===== src/include/hccs_pkg.sv =====
package hccs_pkg;

    // ------------------------------------------------------------
    // Register map
    // ------------------------------------------------------------
    localparam logic [7:0] CHAN_STATUS_ADDR = 8'h60;
    localparam logic [7:0] CHAN_COMMAND_ADDR = 8'h60;
    localparam logic [7:0] CHAN_CONFIG_ADDR = 8'h80;
    localparam logic [7:0] TX_FIFO_ADDR_LO = 8'h40;
    localparam logic [7:0] TX_FIFO_ADDR_HI = 8'h5f;

    // ------------------------------------------------------------
    // Reset values
    // ------------------------------------------------------------
    localparam logic [7:0] CHAN_STATUS_RST = 8'h48;
    localparam logic [7:0] CHAN_COMMAND_RST = 8'h00;
    localparam logic [3:0] CHAN_CONFIG_RST = 4'h0;

    // ------------------------------------------------------------
    // Status bit positions
    // ------------------------------------------------------------
    localparam int ST_TX_OVERFLOW = 7;
    localparam int ST_TX_WRITE_OK = 6;
    localparam int ST_LOCAL_NRDY = 5;
    localparam int ST_REMOTE_NRDY = 4;
    localparam int ST_RX_IDLE = 3;
    localparam int ST_CMD_BUSY = 2;
    localparam int ST_CTS = 1;
    localparam int ST_AWAIT_ACK = 0;

    // ------------------------------------------------------------
    // Command bit positions and the repeat pattern
    // ------------------------------------------------------------
    localparam int CM_RX_COMPLETE = 7;
    localparam int CM_RX_RESET = 6;
    localparam int CM_NRDY_REPEAT = 5;
    localparam int CM_TIMER_START = 4;
    localparam int CM_SEND_TRANSP = 3;
    localparam int CM_SEND_IFRAME = 2;
    localparam int CM_MSG_END = 1;
    localparam int CM_TX_RESET = 0;
    localparam logic [7:0] CMD_REPEAT_VALUE = 8'h2a;

    // ------------------------------------------------------------
    // Configuration bit positions
    // ------------------------------------------------------------
    localparam int CF_AUTO_MODE = 0;
    localparam int CF_EXT_TRANSP = 1;
    localparam int CF_DMA_MODE = 2;
    localparam int CF_POWER_DOWN = 3;

    // ------------------------------------------------------------
    // Sizes and timing
    // ------------------------------------------------------------
    localparam logic [5:0] TX_HALF_BYTES = 6'h20;
    localparam real CMD_BUSY_MAX_TXCLK = 2.5;
    localparam int CMD_BUSY_TXCLK_EN = int'($floor(CMD_BUSY_MAX_TXCLK));
    localparam logic [1:0] CMD_BUSY_CNT_LAST = 2'(CMD_BUSY_TXCLK_EN - 1);
    localparam logic [4:0] RX_IDLE_BITS = 5'h0f;

    // Command executor states
    typedef enum logic [2:0] {
        HCCS_EX_IDLE = 3'b001,
        HCCS_EX_WAIT = 3'b010,
        HCCS_EX_DONE = 3'b100
    } hccs_ex_state_e;

endpackage


===== src/include/hccs_cmd_if.sv =====
`timescale 1ns/1ps
interface hccs_cmd_if;
    logic [7:0] cmd;
    logic cmd_valid;
    logic txclk_en;
    logic power_down;
    logic busy;
    logic done;
    logic [7:0] cmd_out;

    // Register side issues, executor times
    modport regs (output cmd, output cmd_valid, output txclk_en, output power_down,
                  input busy, input done, input cmd_out);
    modport exec (input cmd, input cmd_valid, input txclk_en, input power_down,
                  output busy, output done, output cmd_out);
endinterface


===== src/hw/hccs_top.sv =====
`timescale 1ns/1ps
// Functional notes
// - Overflow flag on more than 32 writes
// - Overflow cleared by tx reset or half moved
// - Write-ok bit shows transmit FIFO room
// - Auto mode: local receiver not-ready status
// - Auto mode: remote receiver not-ready status
// - Line idle when no flags or frames
// - Busy bit while command executes; wait
// - Busy at most 2.5 tx clocks, except power-down
// - Status mirrors clear-to-send, active low pin
// - Auto mode: waiting for I-frame acknowledgement
// - Receive complete frees receive FIFO space
// - DMA: requests blocked until receive complete or receiver reset
// - Receiver reset discards receive data
// - Auto mode: receiver reset clears sequence counters
// - Auto mode: not-ready bit picks RR/RNR
// - Value 2a starts cyclic transparent repeat
// - Only tx reset stops cyclic repeat
// - Tx reset clears FIFO, aborts, pool-ready
// - Message end appends CRC, closing flag; command ignored in DMA mode
module hccs_top (
    // Clock and reset
    input wire logic i_clk_sys,
    input wire logic i_rst_n,
    // Register port
    input wire logic [7:0] i_addr,
    input wire logic [7:0] i_wdata,
    input wire logic i_wr,
    input wire logic i_rd,
    output logic [7:0] o_rdata,
    // Datapath status inputs
    input wire logic i_txclk_en,
    input wire logic i_tx_half_moved,
    input wire logic i_rx_bit_en,
    input wire logic i_rx_activity,
    input wire logic i_rx_msg_end,
    input wire logic i_remote_rr,
    input wire logic i_remote_rnr,
    input wire logic i_ack_rcvd,
    input wire logic i_cts_n,
    // Transmit FIFO write path
    output logic o_tx_fifo_wr,
    output logic [7:0] o_tx_fifo_data,
    // Command pulses
    output logic o_rx_release,
    output logic o_rx_reset,
    output logic o_seq_clear,
    output logic o_timer_start,
    output logic o_send_transp,
    output logic o_send_iframe,
    output logic o_msg_end,
    output logic o_tx_reset,
    output logic o_tx_pool_ready,
    // Levels to the datapath
    output logic o_send_rnr,
    output logic o_tx_repeat,
    output logic o_rx_dma_enable
);
    import hccs_pkg::*;

    hccs_cmd_if cif ();

    // ------------------------------------------------------------
    // Registers
    // ------------------------------------------------------------
    logic [3:0] config_r;
    logic [5:0] tx_cnt_r;
    logic tx_ovf_r;
    logic local_nrdy_r;
    logic remote_nrdy_r;
    logic await_ack_r;
    logic cts_r;
    logic repeat_r;
    logic dma_en_r;
    logic [7:0] rdata_r;
    logic fifo_wr_r;
    logic [7:0] fifo_data_r;
    logic rx_release_r;
    logic rx_reset_r;
    logic seq_clear_r;
    logic timer_start_r;
    logic send_transp_r;
    logic send_iframe_r;
    logic msg_end_r;
    logic tx_reset_r;
    logic pool_ready_r;
    logic rx_idle;

    // ------------------------------------------------------------
    // Address decode
    // ------------------------------------------------------------
    wire sel_cmd = i_wr && (i_addr == CHAN_COMMAND_ADDR);
    wire sel_cfg_wr = i_wr && (i_addr == CHAN_CONFIG_ADDR);
    wire sel_fifo = i_wr && (i_addr >= TX_FIFO_ADDR_LO) && (i_addr <= TX_FIFO_ADDR_HI);
    wire rd_status = i_rd && (i_addr == CHAN_STATUS_ADDR);
    wire rd_config = i_rd && (i_addr == CHAN_CONFIG_ADDR);

    // ------------------------------------------------------------
    // Mode decode
    // ------------------------------------------------------------
    wire auto_mode = config_r[CF_AUTO_MODE];
    wire ext_transp = config_r[CF_EXT_TRANSP];
    wire dma_mode = config_r[CF_DMA_MODE];
    wire power_down = config_r[CF_POWER_DOWN];

    // ------------------------------------------------------------
    // Command executor hookup
    // ------------------------------------------------------------
    assign cif.cmd = i_wdata;
    assign cif.cmd_valid = sel_cmd && !cif.busy;
    assign cif.txclk_en = i_txclk_en;
    assign cif.power_down = power_down;

    hccs_cmd_exec u_exec (
        .i_clk_sys(i_clk_sys),
        .i_rst_n(i_rst_n),
        .cif(cif.exec)
    );

    hccs_idle_det u_idle (
        .i_clk_sys(i_clk_sys),
        .i_rst_n(i_rst_n),
        .i_bit_en(i_rx_bit_en),
        .i_activity(i_rx_activity),
        .o_idle(rx_idle)
    );

    // ------------------------------------------------------------
    // Executed command decode, each bit a one-shot
    // ------------------------------------------------------------
    wire [7:0] xcmd = cif.cmd_out;
    wire ex = cif.done;
    wire ex_rx_complete = ex && xcmd[CM_RX_COMPLETE];
    wire ex_rx_reset = ex && xcmd[CM_RX_RESET];
    wire ex_timer = ex && xcmd[CM_TIMER_START];
    wire ex_transp = ex && xcmd[CM_SEND_TRANSP];
    wire ex_iframe = ex && xcmd[CM_SEND_IFRAME] && auto_mode;
    wire ex_msg_end = ex && xcmd[CM_MSG_END] && !dma_mode;
    wire ex_tx_reset = ex && xcmd[CM_TX_RESET];
    wire ex_repeat = ex && ext_transp && (xcmd == CMD_REPEAT_VALUE);
    wire ex_nrdy_set = ex && auto_mode;

    // ------------------------------------------------------------
    // Status composition
    // ------------------------------------------------------------
    wire tx_write_ok = (tx_cnt_r < TX_HALF_BYTES) && !repeat_r;
    wire [7:0] status_word = {tx_ovf_r, tx_write_ok, local_nrdy_r, remote_nrdy_r,
                              rx_idle, cif.busy, cts_r, await_ack_r};
    wire [7:0] rdata_nxt = rd_status ? status_word :
                           rd_config ? {4'h0, config_r} : 8'h00;

    // ------------------------------------------------------------
    // Read data, one cycle after the strobe; no side effects
    // ------------------------------------------------------------
    always_ff @(posedge i_clk_sys or negedge i_rst_n) begin
        if (!i_rst_n) begin
            rdata_r <= 8'h00;
        end else begin
            rdata_r <= rdata_nxt;
        end
    end

    // ------------------------------------------------------------
    // Configuration register
    // ------------------------------------------------------------
    always_ff @(posedge i_clk_sys or negedge i_rst_n) begin
        if (!i_rst_n) begin
            config_r <= CHAN_CONFIG_RST;
        end else if (sel_cfg_wr) begin
            config_r <= i_wdata[3:0];
        end
    end

    // ------------------------------------------------------------
    // Transmit FIFO fill count and overflow flag
    // ------------------------------------------------------------
    always_ff @(posedge i_clk_sys or negedge i_rst_n) begin
        if (!i_rst_n) begin
            tx_cnt_r <= 6'h00;
            tx_ovf_r <= 1'b0;
        end else begin
            if (ex_tx_reset || i_tx_half_moved) begin
                tx_cnt_r <= 6'h00;
            end else if (sel_fifo && tx_cnt_r < TX_HALF_BYTES) begin
                tx_cnt_r <= tx_cnt_r + 6'h01;
            end
            if (sel_fifo && tx_cnt_r == TX_HALF_BYTES) begin
                tx_ovf_r <= 1'b1;
            end else if (ex_tx_reset || i_tx_half_moved) begin
                tx_ovf_r <= 1'b0;
            end
        end
    end

    // ------------------------------------------------------------
    // Transmit FIFO write forwarding
    // ------------------------------------------------------------
    always_ff @(posedge i_clk_sys or negedge i_rst_n) begin
        if (!i_rst_n) begin
            fifo_wr_r <= 1'b0;
            fifo_data_r <= 8'h00;
        end else begin
            fifo_wr_r <= sel_fifo && tx_cnt_r < TX_HALF_BYTES;
            fifo_data_r <= sel_fifo ? i_wdata : fifo_data_r;
        end
    end

    // ------------------------------------------------------------
    // Auto mode link state
    // ------------------------------------------------------------
    always_ff @(posedge i_clk_sys or negedge i_rst_n) begin
        if (!i_rst_n) begin
            local_nrdy_r <= 1'b0;
            remote_nrdy_r <= 1'b0;
            await_ack_r <= 1'b0;
        end else begin
            if (ex_nrdy_set) begin
                local_nrdy_r <= xcmd[CM_NRDY_REPEAT];
            end
            if (i_remote_rnr) begin
                remote_nrdy_r <= 1'b1;
            end else if (i_remote_rr) begin
                remote_nrdy_r <= 1'b0;
            end
            if (ex_iframe) begin
                await_ack_r <= 1'b1;
            end else if (i_ack_rcvd || ex_tx_reset || (ex_rx_reset && auto_mode)) begin
                await_ack_r <= 1'b0;
            end
        end
    end

    // ------------------------------------------------------------
    // Clear-to-send mirror, pin is active low
    // ------------------------------------------------------------
    always_ff @(posedge i_clk_sys or negedge i_rst_n) begin
        if (!i_rst_n) begin
            cts_r <= 1'b0;
        end else begin
            cts_r <= ~i_cts_n;
        end
    end

    // ------------------------------------------------------------
    // Cyclic transparent repeat
    // ------------------------------------------------------------
    always_ff @(posedge i_clk_sys or negedge i_rst_n) begin
        if (!i_rst_n) begin
            repeat_r <= 1'b0;
        end else if (ex_tx_reset) begin
            repeat_r <= 1'b0;
        end else if (ex_repeat) begin
            repeat_r <= 1'b1;
        end
    end

    // ------------------------------------------------------------
    // Receive DMA gate; a message end in the completing cycle wins
    // ------------------------------------------------------------
    always_ff @(posedge i_clk_sys or negedge i_rst_n) begin
        if (!i_rst_n) begin
            dma_en_r <= 1'b1;
        end else if (i_rx_msg_end && dma_mode) begin
            dma_en_r <= 1'b0;
        end else if (ex_rx_complete || ex_rx_reset) begin
            dma_en_r <= 1'b1;
        end
    end

    // ------------------------------------------------------------
    // Command pulses to the datapath
    // ------------------------------------------------------------
    always_ff @(posedge i_clk_sys or negedge i_rst_n) begin
        if (!i_rst_n) begin
            rx_release_r <= 1'b0;
            rx_reset_r <= 1'b0;
            seq_clear_r <= 1'b0;
            timer_start_r <= 1'b0;
            send_transp_r <= 1'b0;
            send_iframe_r <= 1'b0;
            msg_end_r <= 1'b0;
            tx_reset_r <= 1'b0;
            pool_ready_r <= 1'b0;
        end else begin
            rx_release_r <= ex_rx_complete;
            rx_reset_r <= ex_rx_reset;
            seq_clear_r <= ex_rx_reset && auto_mode;
            timer_start_r <= ex_timer;
            send_transp_r <= ex_transp;
            send_iframe_r <= ex_iframe;
            msg_end_r <= ex_msg_end;
            tx_reset_r <= ex_tx_reset;
            pool_ready_r <= ex_tx_reset;
        end
    end

    // ------------------------------------------------------------
    // Outputs
    // ------------------------------------------------------------
    assign o_rdata = rdata_r;
    assign o_tx_fifo_wr = fifo_wr_r;
    assign o_tx_fifo_data = fifo_data_r;
    assign o_rx_release = rx_release_r;
    assign o_rx_reset = rx_reset_r;
    assign o_seq_clear = seq_clear_r;
    assign o_timer_start = timer_start_r;
    assign o_send_transp = send_transp_r;
    assign o_send_iframe = send_iframe_r;
    assign o_msg_end = msg_end_r;
    assign o_tx_reset = tx_reset_r;
    assign o_tx_pool_ready = pool_ready_r;
    assign o_send_rnr = local_nrdy_r;
    assign o_tx_repeat = repeat_r;
    assign o_rx_dma_enable = dma_en_r;
endmodule


===== src/hw/hccs_cmd_exec.sv =====
`timescale 1ns/1ps
module hccs_cmd_exec (
    // Clock and reset
    input wire logic i_clk_sys,
    input wire logic i_rst_n,
    // Command handshake
    hccs_cmd_if.exec cif
);
    import hccs_pkg::*;

    hccs_ex_state_e state_r;
    hccs_ex_state_e state_nxt;
    logic [1:0] cnt_r;
    logic [7:0] cmd_r;
    logic busy_r;
    logic done_r;

    // ------------------------------------------------------------
    // Next state
    // ------------------------------------------------------------
    wire tick = cif.txclk_en && !cif.power_down;
    wire last_tick = tick && (cnt_r == CMD_BUSY_CNT_LAST);

    always_comb begin
        state_nxt = state_r;
        case (state_r)
            HCCS_EX_IDLE: begin
                if (cif.cmd_valid) begin
                    state_nxt = HCCS_EX_WAIT;
                end
            end
            HCCS_EX_WAIT: begin
                if (last_tick) begin
                    state_nxt = HCCS_EX_DONE;
                end
            end
            HCCS_EX_DONE: begin
                state_nxt = cif.cmd_valid ? HCCS_EX_WAIT : HCCS_EX_IDLE;
            end
            default: state_nxt = HCCS_EX_IDLE;
        endcase
    end

    // ------------------------------------------------------------
    // Busy window, bounded by transmit clock ticks
    // ------------------------------------------------------------
    always_ff @(posedge i_clk_sys or negedge i_rst_n) begin
        if (!i_rst_n) begin
            state_r <= HCCS_EX_IDLE;
            cnt_r <= 2'h0;
            cmd_r <= CHAN_COMMAND_RST;
            busy_r <= 1'b0;
            done_r <= 1'b0;
        end else begin
            state_r <= state_nxt;
            done_r <= (state_nxt == HCCS_EX_DONE);
            busy_r <= (state_nxt == HCCS_EX_WAIT);
            if (cif.cmd_valid && state_r != HCCS_EX_WAIT) begin
                cmd_r <= cif.cmd;
                cnt_r <= 2'h0;
            end else if (tick) begin
                cnt_r <= cnt_r + 2'h1;
            end
        end
    end

    assign cif.busy = busy_r;
    assign cif.done = done_r;
    assign cif.cmd_out = cmd_r;
endmodule


===== src/hw/hccs_idle_det.sv =====
`timescale 1ns/1ps
module hccs_idle_det (
    // Clock and reset
    input wire logic i_clk_sys,
    input wire logic i_rst_n,
    // Receive line activity
    input wire logic i_bit_en,
    input wire logic i_activity,
    // Idle indication
    output logic o_idle
);
    import hccs_pkg::*;

    logic [4:0] cnt_r;
    logic idle_r;

    // ------------------------------------------------------------
    // Count bit periods with no flag or frame seen
    // ------------------------------------------------------------
    always_ff @(posedge i_clk_sys or negedge i_rst_n) begin
        if (!i_rst_n) begin
            cnt_r <= 5'h00;
            idle_r <= 1'b1;
        end else if (i_activity) begin
            cnt_r <= 5'h00;
            idle_r <= 1'b0;
        end else if (i_bit_en && cnt_r != RX_IDLE_BITS) begin
            cnt_r <= cnt_r + 5'h01;
            idle_r <= (cnt_r + 5'h01 == RX_IDLE_BITS);
        end
    end

    assign o_idle = idle_r;
endmodule


===== config.mk =====
export PLATFORM = sky130hd
export DESIGN_NAME = hccs_top
export DESIGN_NICKNAME = d
export VERILOG_FILES = /design/src/include/hccs_pkg.sv /design/src/include/hccs_cmd_if.sv /design/src/hw/hccs_top.sv /design/src/hw/hccs_cmd_exec.sv /design/src/hw/hccs_idle_det.sv
export SDC_FILE = /design/constraint.sdc
export NUM_CORES = 1
export LEC_CHECK = 0
export BUFFER_PORTS_ARGS = -buffer_cell sky130_fd_sc_hd__buf_2
export CORE_MARGIN = 3
export CORE_UTILIZATION = 48
export DETAILED_ROUTE_END_ITERATION = 8
export PLACE_DENSITY = 0.83
export SLEW_MARGIN = 30
export SYNTH_ARGS = -nofsm -noshare
export SYNTH_HDL_FRONTEND = slang
export SYNTH_HIERARCHICAL = 1
export SYNTH_SLANG_ARGS = --single-unit
export TNS_END_PERCENT = 20

===== constraint.sdc =====
create_clock -name i_clk_sys -period 1.7 [get_ports i_clk_sys]
set_input_delay 0.34 -clock i_clk_sys [delete_from_list [all_inputs] [get_ports i_clk_sys]]
set_output_delay 0.34 -clock i_clk_sys [all_outputs]
set_load 0.01 [all_outputs]

### After elaboration in Yosys (flattened, before gate mapping)

Index checks and enable logic that the tools add are counted.

* bitwise gates (word level): 1
* add/subtract/negate cells: 3
* muxes and demuxes: 24
* reduce and logical (&&, ||, !) cells: 44
* equality and inequality tests: 13
* $lt $le $gt $ge: 3

Operator list (count)
* 1-bit logical AND: 28
* 2-bit nonzero test: 8
* 1-bit two-way mux: 12
* 6-bit two-way mux: 2
* 5-bit two-way mux: 2
* 3-bit case mux with 3 select lines: 1
* 8-bit by 6-bit equality test with 1-bit output (second input constant): 1
* 8-bit by 7-bit equality test with 1-bit output (second input constant): 1
* 8-bit equality test (second input constant): 1
* 8-bit by 7-bit >= comparator with 1-bit output (second input constant): 1
* 8-bit by 7-bit less-or-equal comparator with 1-bit output (second input constant): 1
* 8-bit two-way mux: 1
* 6-bit by 1-bit adder with 6-bit output (second input constant): 1
* 3-bit by 2-bit equality test with 1-bit output (second input constant): 2
* 3-bit equality test (second input constant): 2
* 6-bit equality test (second input constant): 1
* 6-bit < comparator (second input constant): 1
* 2-bit two-way mux: 3
* 3-bit two-way mux: 2
* 5-bit by 1-bit adder with 5-bit output (second input constant): 1
* 5-bit by 4-bit equality test with 1-bit output (second input constant): 1
* 5-bit by 4-bit inequality test with 1-bit output (second input constant): 1
* 1-bit logical NOT: 4
* 1-bit logical OR: 4
* other kinds (6): 6

* output and inout bits: 29
* bits in registers: 63
* logic and storage cells: 115
* input bits: 29

### Logic depth before layout (Yosys ltp)

Gate-level depths: netlist of run 1.

* depth after elaboration: 6
* gate-level depth with buffers: 7
* depth with buffers taken out: 7

### Modules after synthesis

Netlist of run 1, hierarchy kept.

By module, submodules not included
* hccs_top: instances 1, sequential area each 1052.3 sq um, cells an instance 157, area each 1729.2 sq um
* hccs_cmd_exec: instances 1, sequential area each 376.6 sq um, cells an instance 41, area each 644.4 sq um
* hccs_idle_det: instances 1, sequential area each 151.4 sq um, cells an instance 37, area each 342.8 sq um

### Worst setup path before layout of run 1

No wires, ideal clock.

* path kind: input to register
* start: in i_addr[7]
* end: reg u_exec.cmd_r[0] (netlist: u_exec/cif.cmd_out[0])
* required time: 1575 ps
* setup time: 125 ps
* stages: 4
* buffers on the path: 0
* arrival: 1654 ps
* path slack: -79 ps
* cells stage by stage: nand3b_1 nor3_1 nand2_8 mux2_4

* word-level cells in the longest chain between the ends: 4

Ends and longest elaborated chain
* from (decl): line hccs_top.sv:27 `input wire logic [7:0] i_addr,`
* 8-bit by 7-bit equality test with 1-bit output: line hccs_top.sv:93 `wire sel_cmd = i_wr && (i_addr == CHAN_COMMAND_ADDR);`
* 1-bit logical AND: line hccs_top.sv:93
* 1-bit logical AND: line hccs_top.sv:111 `assign cif.cmd_valid = sel_cmd && !cif.busy;`
* via cif.cmd_valid: line hccs_cmd_if.sv:4 `logic cmd_valid;`
* 1-bit logical AND: line hccs_cmd_exec.sv:58 `if (cif.cmd_valid && state_r != HCCS_EX_WAIT) begin`
* to (signal assigned): line hccs_cmd_exec.sv:59 `cmd_r <= cif.cmd;`
* to (decl): line hccs_cmd_exec.sv:14 `logic [7:0] cmd_r;`

The timed path passes the listed nets, and every way through them passes these cells.
A chain may end at the register's enable or synchronous reset.

### Worst setup path after layout of run 1

* start: reg u_idle.cnt_r[1]
* end: reg u_idle.cnt_r[3]

* word-level cells in the longest chain between the ends: 3
* elaborated cells between the ends (all ways): 6
* those cells by class: add/sub: 1; eq/ne: 1; mux: 2; reduce/logical: 2

Ends and longest elaborated chain
* from (decl): line hccs_idle_det.sv:14 `logic [4:0] cnt_r;`
* from (signal assigned): line hccs_idle_det.sv:28 `cnt_r <= cnt_r + 5'h01;`
* 5-bit by 1-bit adder with 5-bit output or 5-bit by 4-bit inequality test with 1-bit output (tied branches): line hccs_idle_det.sv:28, hccs_idle_det.sv:27
* 5-bit two-way mux or 1-bit logical AND (tied branches): line hccs_idle_det.sv:27 `end else if (i_bit_en && cnt_r != RX_IDLE_BITS) begin`
* 5-bit two-way mux or 2-bit nonzero test (tied branches)

Several ways; a longest one is shown, not always the timed one. The select of a mux whose other input is x is not followed.

==> results.yml, run 1 <==
yosys:
  yosysTopAreaCellShare: 0.553
  synthDominantAreaCellType: "sky130_fd_sc_hd__dfrtp_1"
  postSynthCellCount: 235
  synth-async-reset-ratio: 1.00
  syn_nets: 270
  synth-seq-cells: 63
  seq_area_frac_synth: 0.582
  synth.avg_cell_area_um2: 11.6
  synth_flop_cell: "sky130_fd_sc_hd__dfrtp_1"
  number_of_synthesized_flops_with_an_enable_pin: 0
  most_frequently_used_cell_type_in_the_post_synthesis_netlist: "sky130_fd_sc_hd__dfrtp_1"
  ys_types: 50
  most_instantiated_cells_after_synthesis: "60 x sky130_fd_sc_hd__dfrtp_1, 33 x sky130_fd_sc_hd__nand2_1, 18 x sky130_fd_sc_hd__nor2_1"
  synthTopCellsByArea: "sky130_fd_sc_hd__dfrtp_1 55%, sky130_fd_sc_hd__nand2_1 4.6%, sky130_fd_sc_hd__mux2_4 4.4%, sky130_fd_sc_hd__dfstp_2 2.9%, sky130_fd_sc_hd__ha_1 2.8%"
  synth_area_mm2: 0.00272
  yosys_warnings: 6
sta:
  max_slew_margin: 0.754
  fin_skew_ps: 7.96
  layout_worst_path_cycle_share: 0.957
  fin_max_slew_vios: 0
  final_hold_violation_count: 0
  final.setup.tns_ps: 0
  finalSetupViolCount: 0
  upper_clock_frequency_limit_mhz: 615
  measured_slew_at_the_worst_slew_check_pin_ps: 369
  final_period_minus_worst_setup_slack_ps: 1630
grt:
  grt.total_usage: 0.189
  grt_first_pass_wirelength_um: 9330
  antenna_found_initial: 0
  grt_start_max_net_pins: 64
  grt_pass1_vias: 1996
  grt_overflow: 0
setup_path:
  timing.critical_path.from_type: "flop"
  critical_path.endpoint_type: "flop"
  worst_ep_arrival_time_ps: 1850
  critical_path.slowest_cell: "sky130_fd_sc_hd__dfrtp_1"
  worstSetupPathType: "reg -> reg"
  critical_path_peak_fanout: 6
  cp_slowest_stage_delay_ps: 390
  worst_path_required_ps: 1920
  path_cells: "ha_2 -> and3_4 -> ha_1 -> and2b_2 -> nand4_1 -> xor2_1 -> nor2_1"
route:
  wl_um: 5650
  vias_per_cell: 5.25
  drt_pre_antenna_iters: 4
  detail_route.iter0.violations: 105
  drtAntennaViolNets: 0
  route.detailed.drc: 0
  routed_wire_length_per_instance_um: 14.7
  detailroute.via_count: 2015
final_layout:
  syn_to_final_growth_pct: 24.0
  postLayoutCoreUtil: 0.635
  final_layout_size_suffix_gt1_frac: 0.350
  diodes: 0
  fill_cells: 426
  final_nets: 344
clock_network:
  clkTransAtPathRegs_ps: 70
  clock-sinks: 63
  cts-root-buf: "sky130_fd_sc_hd__clkbuf_8"
  ctsHtreeMaxLevel: 3
  clock_tree.buffer_depth: 2
  tritoncts: "built"
  number_of_buffers_created_by_cts: 9
  insertion_delay_ps: 330
  cts_hold_buffers: 0
run_status:
  run_status: "completed"
power:
  power.sequential.fraction: 0.509
  power.share.switching: 0.237
  peakVddDrop_uv: 537
  cell_internal_pwr_mw: 2.45
  power_switching_mw: 0.761
  power.clock.fraction: 0.391
  cellPowerDensity_mw_per_mm2: 953
  p_leak_nw: 1.75
  combinationalPowerShare: 0.100
worst_hold_path:
  hold_class: "in -> async"
job:
  timing.max_cap.violations: 0
placed_design:
  placed_wire_length_estimate_after_detailed_placement_um: 4080
  gp_routability_congestion: 0.817
  port_buffers: 57
floorplanning:
  std_cell_core_area_mm2: 0.00530
  die_area_mm2: 0.00660
  dieHeight_um: 81.2
  chipWidth_um: 81.2
  pin_count: 58
  start_util: 0.512
  num_rows: 26
==> flip-flops by register name, summed over array words and instances, names as in the netlist, 2 cells and up <==
signal and flops:
tx_cnt_r 6, o_tx_fifo_data 8, u_exec/cnt_r 2, o_rdata 8
u_exec/state_r 3, config_r 4, u_idle/cnt_r 5, u_exec/cif.cmd_out 8
==> metal layers <==
layer / global-route usage / wire length [um] / vias to the layer above
met5: 0 / 0 / -
met4: 0.0794 / 85 / 0
met3: 0.0477 / 378 / 11
met2: 0.288 / 2610 / 62
met1: 0.257 / 2580 / 972
li1: - / - / 970
==> power by group through the flow <==
stage          Clock (mW)  Combinational (mW)  Sequential, mW
2_1_floorplan           0               0.144            1.67
3_3_place_gp            0               0.313            1.65
3_5_place_dp            0               0.324            1.66
4_1_cts              1.28               0.324            1.63
5_1_grt              1.35               0.365            1.64
6_report             1.26               0.322            1.63
==> per-stage QoR <==
stage	instance area (um2)	setup slack, ps	hold slack, ps	power, mW	cells
floorplan	2720	102	44.4	1.82	235
global placement	3150	92.8	375	1.97	366
detailed placement	3150	17.3	381	1.98	366
CTS	3350	29.1	20.4	3.23	382
global route	3370	-16.5	25.6	3.36	384
finish	3370	73.2	7.50	3.21	384
==> final timing paths <==
kind                                   start           endpoint  slack, ps  cells after the start
setup / recovery             u_idle/cnt_r[1]    u_idle/cnt_r[3]         70                      7
hold / removal                       i_rst_n    u_exec/cnt_r[1]          8                      2
setup reg to reg             u_idle/cnt_r[1]    u_idle/cnt_r[3]         70                      7
hold reg to reg            o_tx_fifo_data[2]  o_tx_fifo_data[2]        470                      2
max in group asynchronous            i_rst_n  u_exec/state_r[0]       1380                      2
min in group i_clk_sys               i_cts_n              cts_r        150                      2
==> logic make-up after synthesis <==
group,after synthesis,synth area share
simple gates,102,0.216
flops,63,0.582
compound gates,29,0.0696
buf+inv,18,0.0267
mux,14,0.0686
fa+ha+maj,6,0.0276
xor+xnor,3,0.00967
==> worst max-delay path: cells and delay by family (launching register included) <==
kind | cells | cell delay, ps
flops | 1 | 390
fa+ha+maj | 2 | 390
simple gates | 4 | 580
xor+xnor | 1 | 160
==> timing repair <==
item / 4_1_cts / 5_1_grt
resized for setup: 0 / 2
endpoints found under the setup margin: 0 / 2
setup buffers: 0 / 2
==> placed cells by master (no fill, tap or decap), types with 2 or more instances in the layout <==
cell type | Yosys | layout
sky130_fd_sc_hd__ha_1 | 6 | 5
sky130_fd_sc_hd__o31ai_1 | 2 | 2
sky130_fd_sc_hd__and2_1 | 5 | 5
sky130_fd_sc_hd__buf_2 | 1 | 57
sky130_fd_sc_hd__nand4_1 | 4 | 4
sky130_fd_sc_hd__nor3_1 | 5 | 4
sky130_fd_sc_hd__o21ai_0 | 2 | 2
sky130_fd_sc_hd__or4_1 | 2 | 2
sky130_fd_sc_hd__a31oi_1 | 2 | 2
sky130_fd_sc_hd__clkbuf_8 | 0 | 10
sky130_fd_sc_hd__inv_1 | 12 | 12
sky130_fd_sc_hd__nor2_1 | 18 | 18
sky130_fd_sc_hd__xor2_1 | 2 | 2
sky130_fd_sc_hd__dfstp_2 | 3 | 3
sky130_fd_sc_hd__dfrtp_1 | 60 | 60
sky130_fd_sc_hd__clkbuf_1 | 4 | 3
sky130_fd_sc_hd__nand2_1 | 33 | 33
sky130_fd_sc_hd__nand3b_1 | 3 | 3
sky130_fd_sc_hd__mux2_2 | 5 | 5
sky130_fd_sc_hd__a22oi_1 | 4 | 4
sky130_fd_sc_hd__a21oi_1 | 11 | 11
sky130_fd_sc_hd__nor4_1 | 2 | 2
sky130_fd_sc_hd__mux2_4 | 8 | 8
sky130_fd_sc_hd__and3_1 | 4 | 3
sky130_fd_sc_hd__nand3_1 | 3 | 3
sky130_fd_sc_hd__or3_1 | 3 | 3
sky130_fd_sc_hd__buf_4 | 1 | 11
sky130_fd_sc_hd__nor2b_1 | 3 | 3
sky130_fd_sc_hd__nand2b_1 | 3 | 3
sky130_fd_sc_hd__and4bb_2 | 3 | 3
==> cell type report <==
type | instances | area (um2) | area share
repair buffers | 69 | 388 | 0.115
multi-input cells | 154 | 1080 | 0.319
inverters | 12 | 45.0 | 0.0134
well taps | 70 | 87.6 | 0.0260
clock inverters | 3 | 42.5 | 0.0126
flip-flops and latches | 63 | 1580 | 0.469
clock buffers | 13 | 149 | 0.0442
Power figures use the tool's default switching activity.
==> inputs of run 2 (changes only) <==
Settings changed: CORE_UTILIZATION 48 to 49, CTS_BUF_LIST set to sky130_fd_sc_hd__clkbuf_16, PLACE_DENSITY 0.83 to 0.85, REMOVE_ABC_BUFFERS set to 1, SYNTH_HIERARCHICAL 1 to not set.
==> run 2 against run 1 <==
The run now ends with setup timing left. Sequential share of layout area is 2.3 points lower. Synthesized cell count up 0.43%. Cell count unchanged. Maximum frequency shrank 7.4%. Non-clock buffer count is 2 higher. Die area is 1.1% lower. Worst setup slack lost 130 ps. Sequential power barely moved. Power grew 14%. First-iteration DRC count is 13% lower. Clock-buffer cell count is 4 lower. Flip-flop and latch count did not move. Largest power group is now clock.
==> results.yml, run 2 <==
run_status:
  run_status: "finished, violations left"
  failing_checks: "setup timing"
setup_path:
  worst_ep_arrival_time_ps: 2010
  worst_path_required_ps: 1950
  timing.critical_path.from_type: "flop"
  critical_path.endpoint_type: "flop"
  worstSetupPathType: "reg -> reg"
  worst-r2r-setup-slack_ps: -60
  critical_path_peak_fanout: 2
final_layout:
  layout.cells.most_common: "sky130_fd_sc_hd__dfrtp_1"
  syn_to_final_growth_pct: 29.4
  layout.cells.most_common_list: "60 x sky130_fd_sc_hd__dfrtp_1, 57 x sky130_fd_sc_hd__buf_2, 36 x sky130_fd_sc_hd__nand2_1"
  fin_area_mm2: 0.00354
  fill_cells: 398
  diodes: 0
  area.sequential_mm2: 0.00158
  final_nets: 345
  multiInputGateArea_mm2: 0.00113
  final_layout_size_suffix_gt1_frac: 0.354
  postLayoutCoreUtil: 0.673
clock_network:
  insertion_delay_ps: 320
  clock-sinks: 63
  ctsHtreeMaxLevel: 3
  tritoncts: "built"
  clkTransAtPathRegs_ps: 50
  number_of_buffers_created_by_cts: 9
  cts-root-buf: "sky130_fd_sc_hd__clkbuf_16"
  clock_tree.buffer_depth: 2
route:
  wl_um: 6120
  route.detailed.drc: 0
  drtAntennaViolNets: 0
  detail_route.iter0.violations: 91
  drt_pre_antenna_iters: 4
  vias_per_cell: 5.38
  detailroute.via_count: 2064
  routed_wire_length_per_instance_um: 15.9
sta:
  max_slew_margin: 0.699
  upper_clock_frequency_limit_mhz: 569
  final_hold_violation_count: 0
  fin_skew_ps: 3.31
  final_period_minus_worst_setup_slack_ps: 1760
  fin_hold_ws_ps: 153
  finalSetupViolCount: 1
  measured_slew_at_the_worst_slew_check_pin_ps: 452
  layout_worst_path_cycle_share: 1.03
  worst_slack_ps: -56.8
  rsz0062_at_grt: "yes"
  fin_max_slew_vios: 0
grt:
  grt_pass1_vias: 2056
  grt.total_usage: 0.205
  antenna_found_initial: 0
  grt_first_pass_wirelength_um: 9870
  grt_start_max_net_pins: 26
  grt_overflow: 0
yosys:
  most_frequently_used_cell_type_in_the_post_synthesis_netlist: "sky130_fd_sc_hd__dfrtp_1"
  number_of_synthesized_flops_with_an_enable_pin: 0
  postSynthCellCount: 236
  ys_types: 49
  most_instantiated_cells_after_synthesis: "60 x sky130_fd_sc_hd__dfrtp_1, 37 x sky130_fd_sc_hd__nand2_1, 14 x sky130_fd_sc_hd__nor2_1"
  synth_flop_cell: "sky130_fd_sc_hd__dfrtp_1"
  synth.avg_cell_area_um2: 11.6
  synth-async-reset-ratio: 1.00
  yosys_warnings: 0
  synthSimpleGateAreaFrac: 0.212
  synth.mux.area_fraction: 0.0722
  synth-adder-area-share: 0.0274
  synth_area_mm2: 0.00274
  synthDominantAreaCellType: "sky130_fd_sc_hd__dfrtp_1"
  synth-seq-cells: 63
  yosysTopAreaCellShare: 0.548
  synthXorXnorAreaFrac: 0.00640
  largest_family_of_logic_cells_by_synthesized_area: "simple AND/OR/NAND/NOR gates"
  synthTopCellsByArea: "sky130_fd_sc_hd__dfrtp_1 55%, sky130_fd_sc_hd__nand2_1 5.1%, sky130_fd_sc_hd__mux2_4 4.4%, sky130_fd_sc_hd__dfstp_2 2.9%, sky130_fd_sc_hd__ha_1 2.7%"
  seq_area_frac_synth: 0.577
  share_of_the_synthesized_area_in_compound_gates_ao_oa_aoi_oai: 0.0745
placed_design:
  dpl-instance-area_mm2: 0.00320
  gp_routability_congestion: 0.788
  port_buffers: 57
  placed_wire_length_estimate_after_detailed_placement_um: 4190
  preCtsSetupSlack_ps: -110
job:
  timing.max_cap.violations: 0
floorplanning:
  start_util: 0.520
  chipWidth_um: 80.8
  pin_count: 58
  dieHeight_um: 80.8
  die_area_mm2: 0.00652
  num_rows: 26
  std_cell_core_area_mm2: 0.00527
power:
  cellPowerDensity_mw_per_mm2: 1030
  peakVddDrop_uv: 700
  p_leak_nw: 1.79
worst_hold_path:
  hold_class: "in -> reg"
-- run 2: cell types whose count changed in the layout (fill, tap and decap cells not counted), moves of 4 or more --
cell,previous run,this run
sky130_fd_sc_hd__nor2_1,18,14
sky130_fd_sc_hd__clkbuf_16,0,9
sky130_fd_sc_hd__clkbuf_8,10,0
sky130_fd_sc_hd__nor4b_1,0,4
sky130_fd_sc_hd__nor3_1,4,0
-- run 2: worst paths after layout --
check                           cells past startpoint                 to              start
worst min register to register                      2  o_tx_fifo_data[4]  o_tx_fifo_data[4]
worst max-delay path                                6      u_idle.o_idle    u_idle.cnt_r[0]
max in group asynchronous                           3  u_exec.state_r[0]            i_rst_n
min in group asynchronous                           2         o_send_rnr            i_rst_n
worst min-delay path                                2              cts_r            i_cts_n
worst max register to register                      6      u_idle.o_idle    u_idle.cnt_r[0]
-- run 2: cells by family (layout without fill, tap and decap cells) --
| kind of cell | count (synthesis) | after routing |
|---|---|---|
| flip-flops | 63 | 63 |
| XOR/XNOR | 2 | 2 |
| AND/OR/NAND/NOR | 101 | 101 |
| adder cells (fa/ha/maj) | 6 | 6 |
| multiplexers | 15 | 15 |
| buffers and inverters | 18 | 96 |
| AO/OA/AOI/OAI | 31 | 31 |
-- run 2: area by class of cell --
class | count | share of cell area
Tap cell | 70 | 0.0247
Clock inverter | 6 | 0.0148
Clock buffer | 9 | 0.0635
Sequential cell | 63 | 0.446
Inverter | 10 | 0.0106
Timing Repair Buffer | 71 | 0.121
Multi-Input combinational cell | 155 | 0.319
-- run 2: power by group --
part | leakage [nW] | switching, mW | internal [mW]
sequential | 0.843 | 0.0457 | 1.58
clock | 0.140 | 0.608 | 1.11
combinational | 0.811 | 0.179 | 0.152
-- run 2: worst max-delay path, cell delays in order, from the launching register on --
cell and delay, ps:
sky130_fd_sc_hd__dfrtp_1 380, sky130_fd_sc_hd__ha_2 190, sky130_fd_sc_hd__and3_4 150, sky130_fd_sc_hd__ha_4 150
sky130_fd_sc_hd__nand2b_4 130, sky130_fd_sc_hd__or4_4 490, sky130_fd_sc_hd__a31oi_4 180
-- run 2: layer usage --
layer  vias to the layer above  part of all wire  global-route usage
met2                        70              0.48               0.330
met3                        17             0.059              0.0488
met5                         -                 0                   0
met1                       999              0.43               0.254
li1                        978                 -                   -
met4                         0             0.029               0.113
-- run 2: what timing repair did --
action / in CTS / in global routing
pin swaps: 6 / 6
setup buffers: 0 / 0
gates resized for setup: 6 / 5
hold endpoints to repair: 16 / 0
endpoints found under the setup margin: 4 / 4
cloned: 0 / 0
hold buffers: 1 / 0
-- run 2: metrics by stage --
step	cells	total power, mW	setup TNS, ps
floorplan	228	1.79	-213
global placement	368	1.95	-239
detailed placement	368	1.97	-669
CTS	384	3.70	-6.62
global route	384	3.81	-111
finish	384	3.67	-56.8
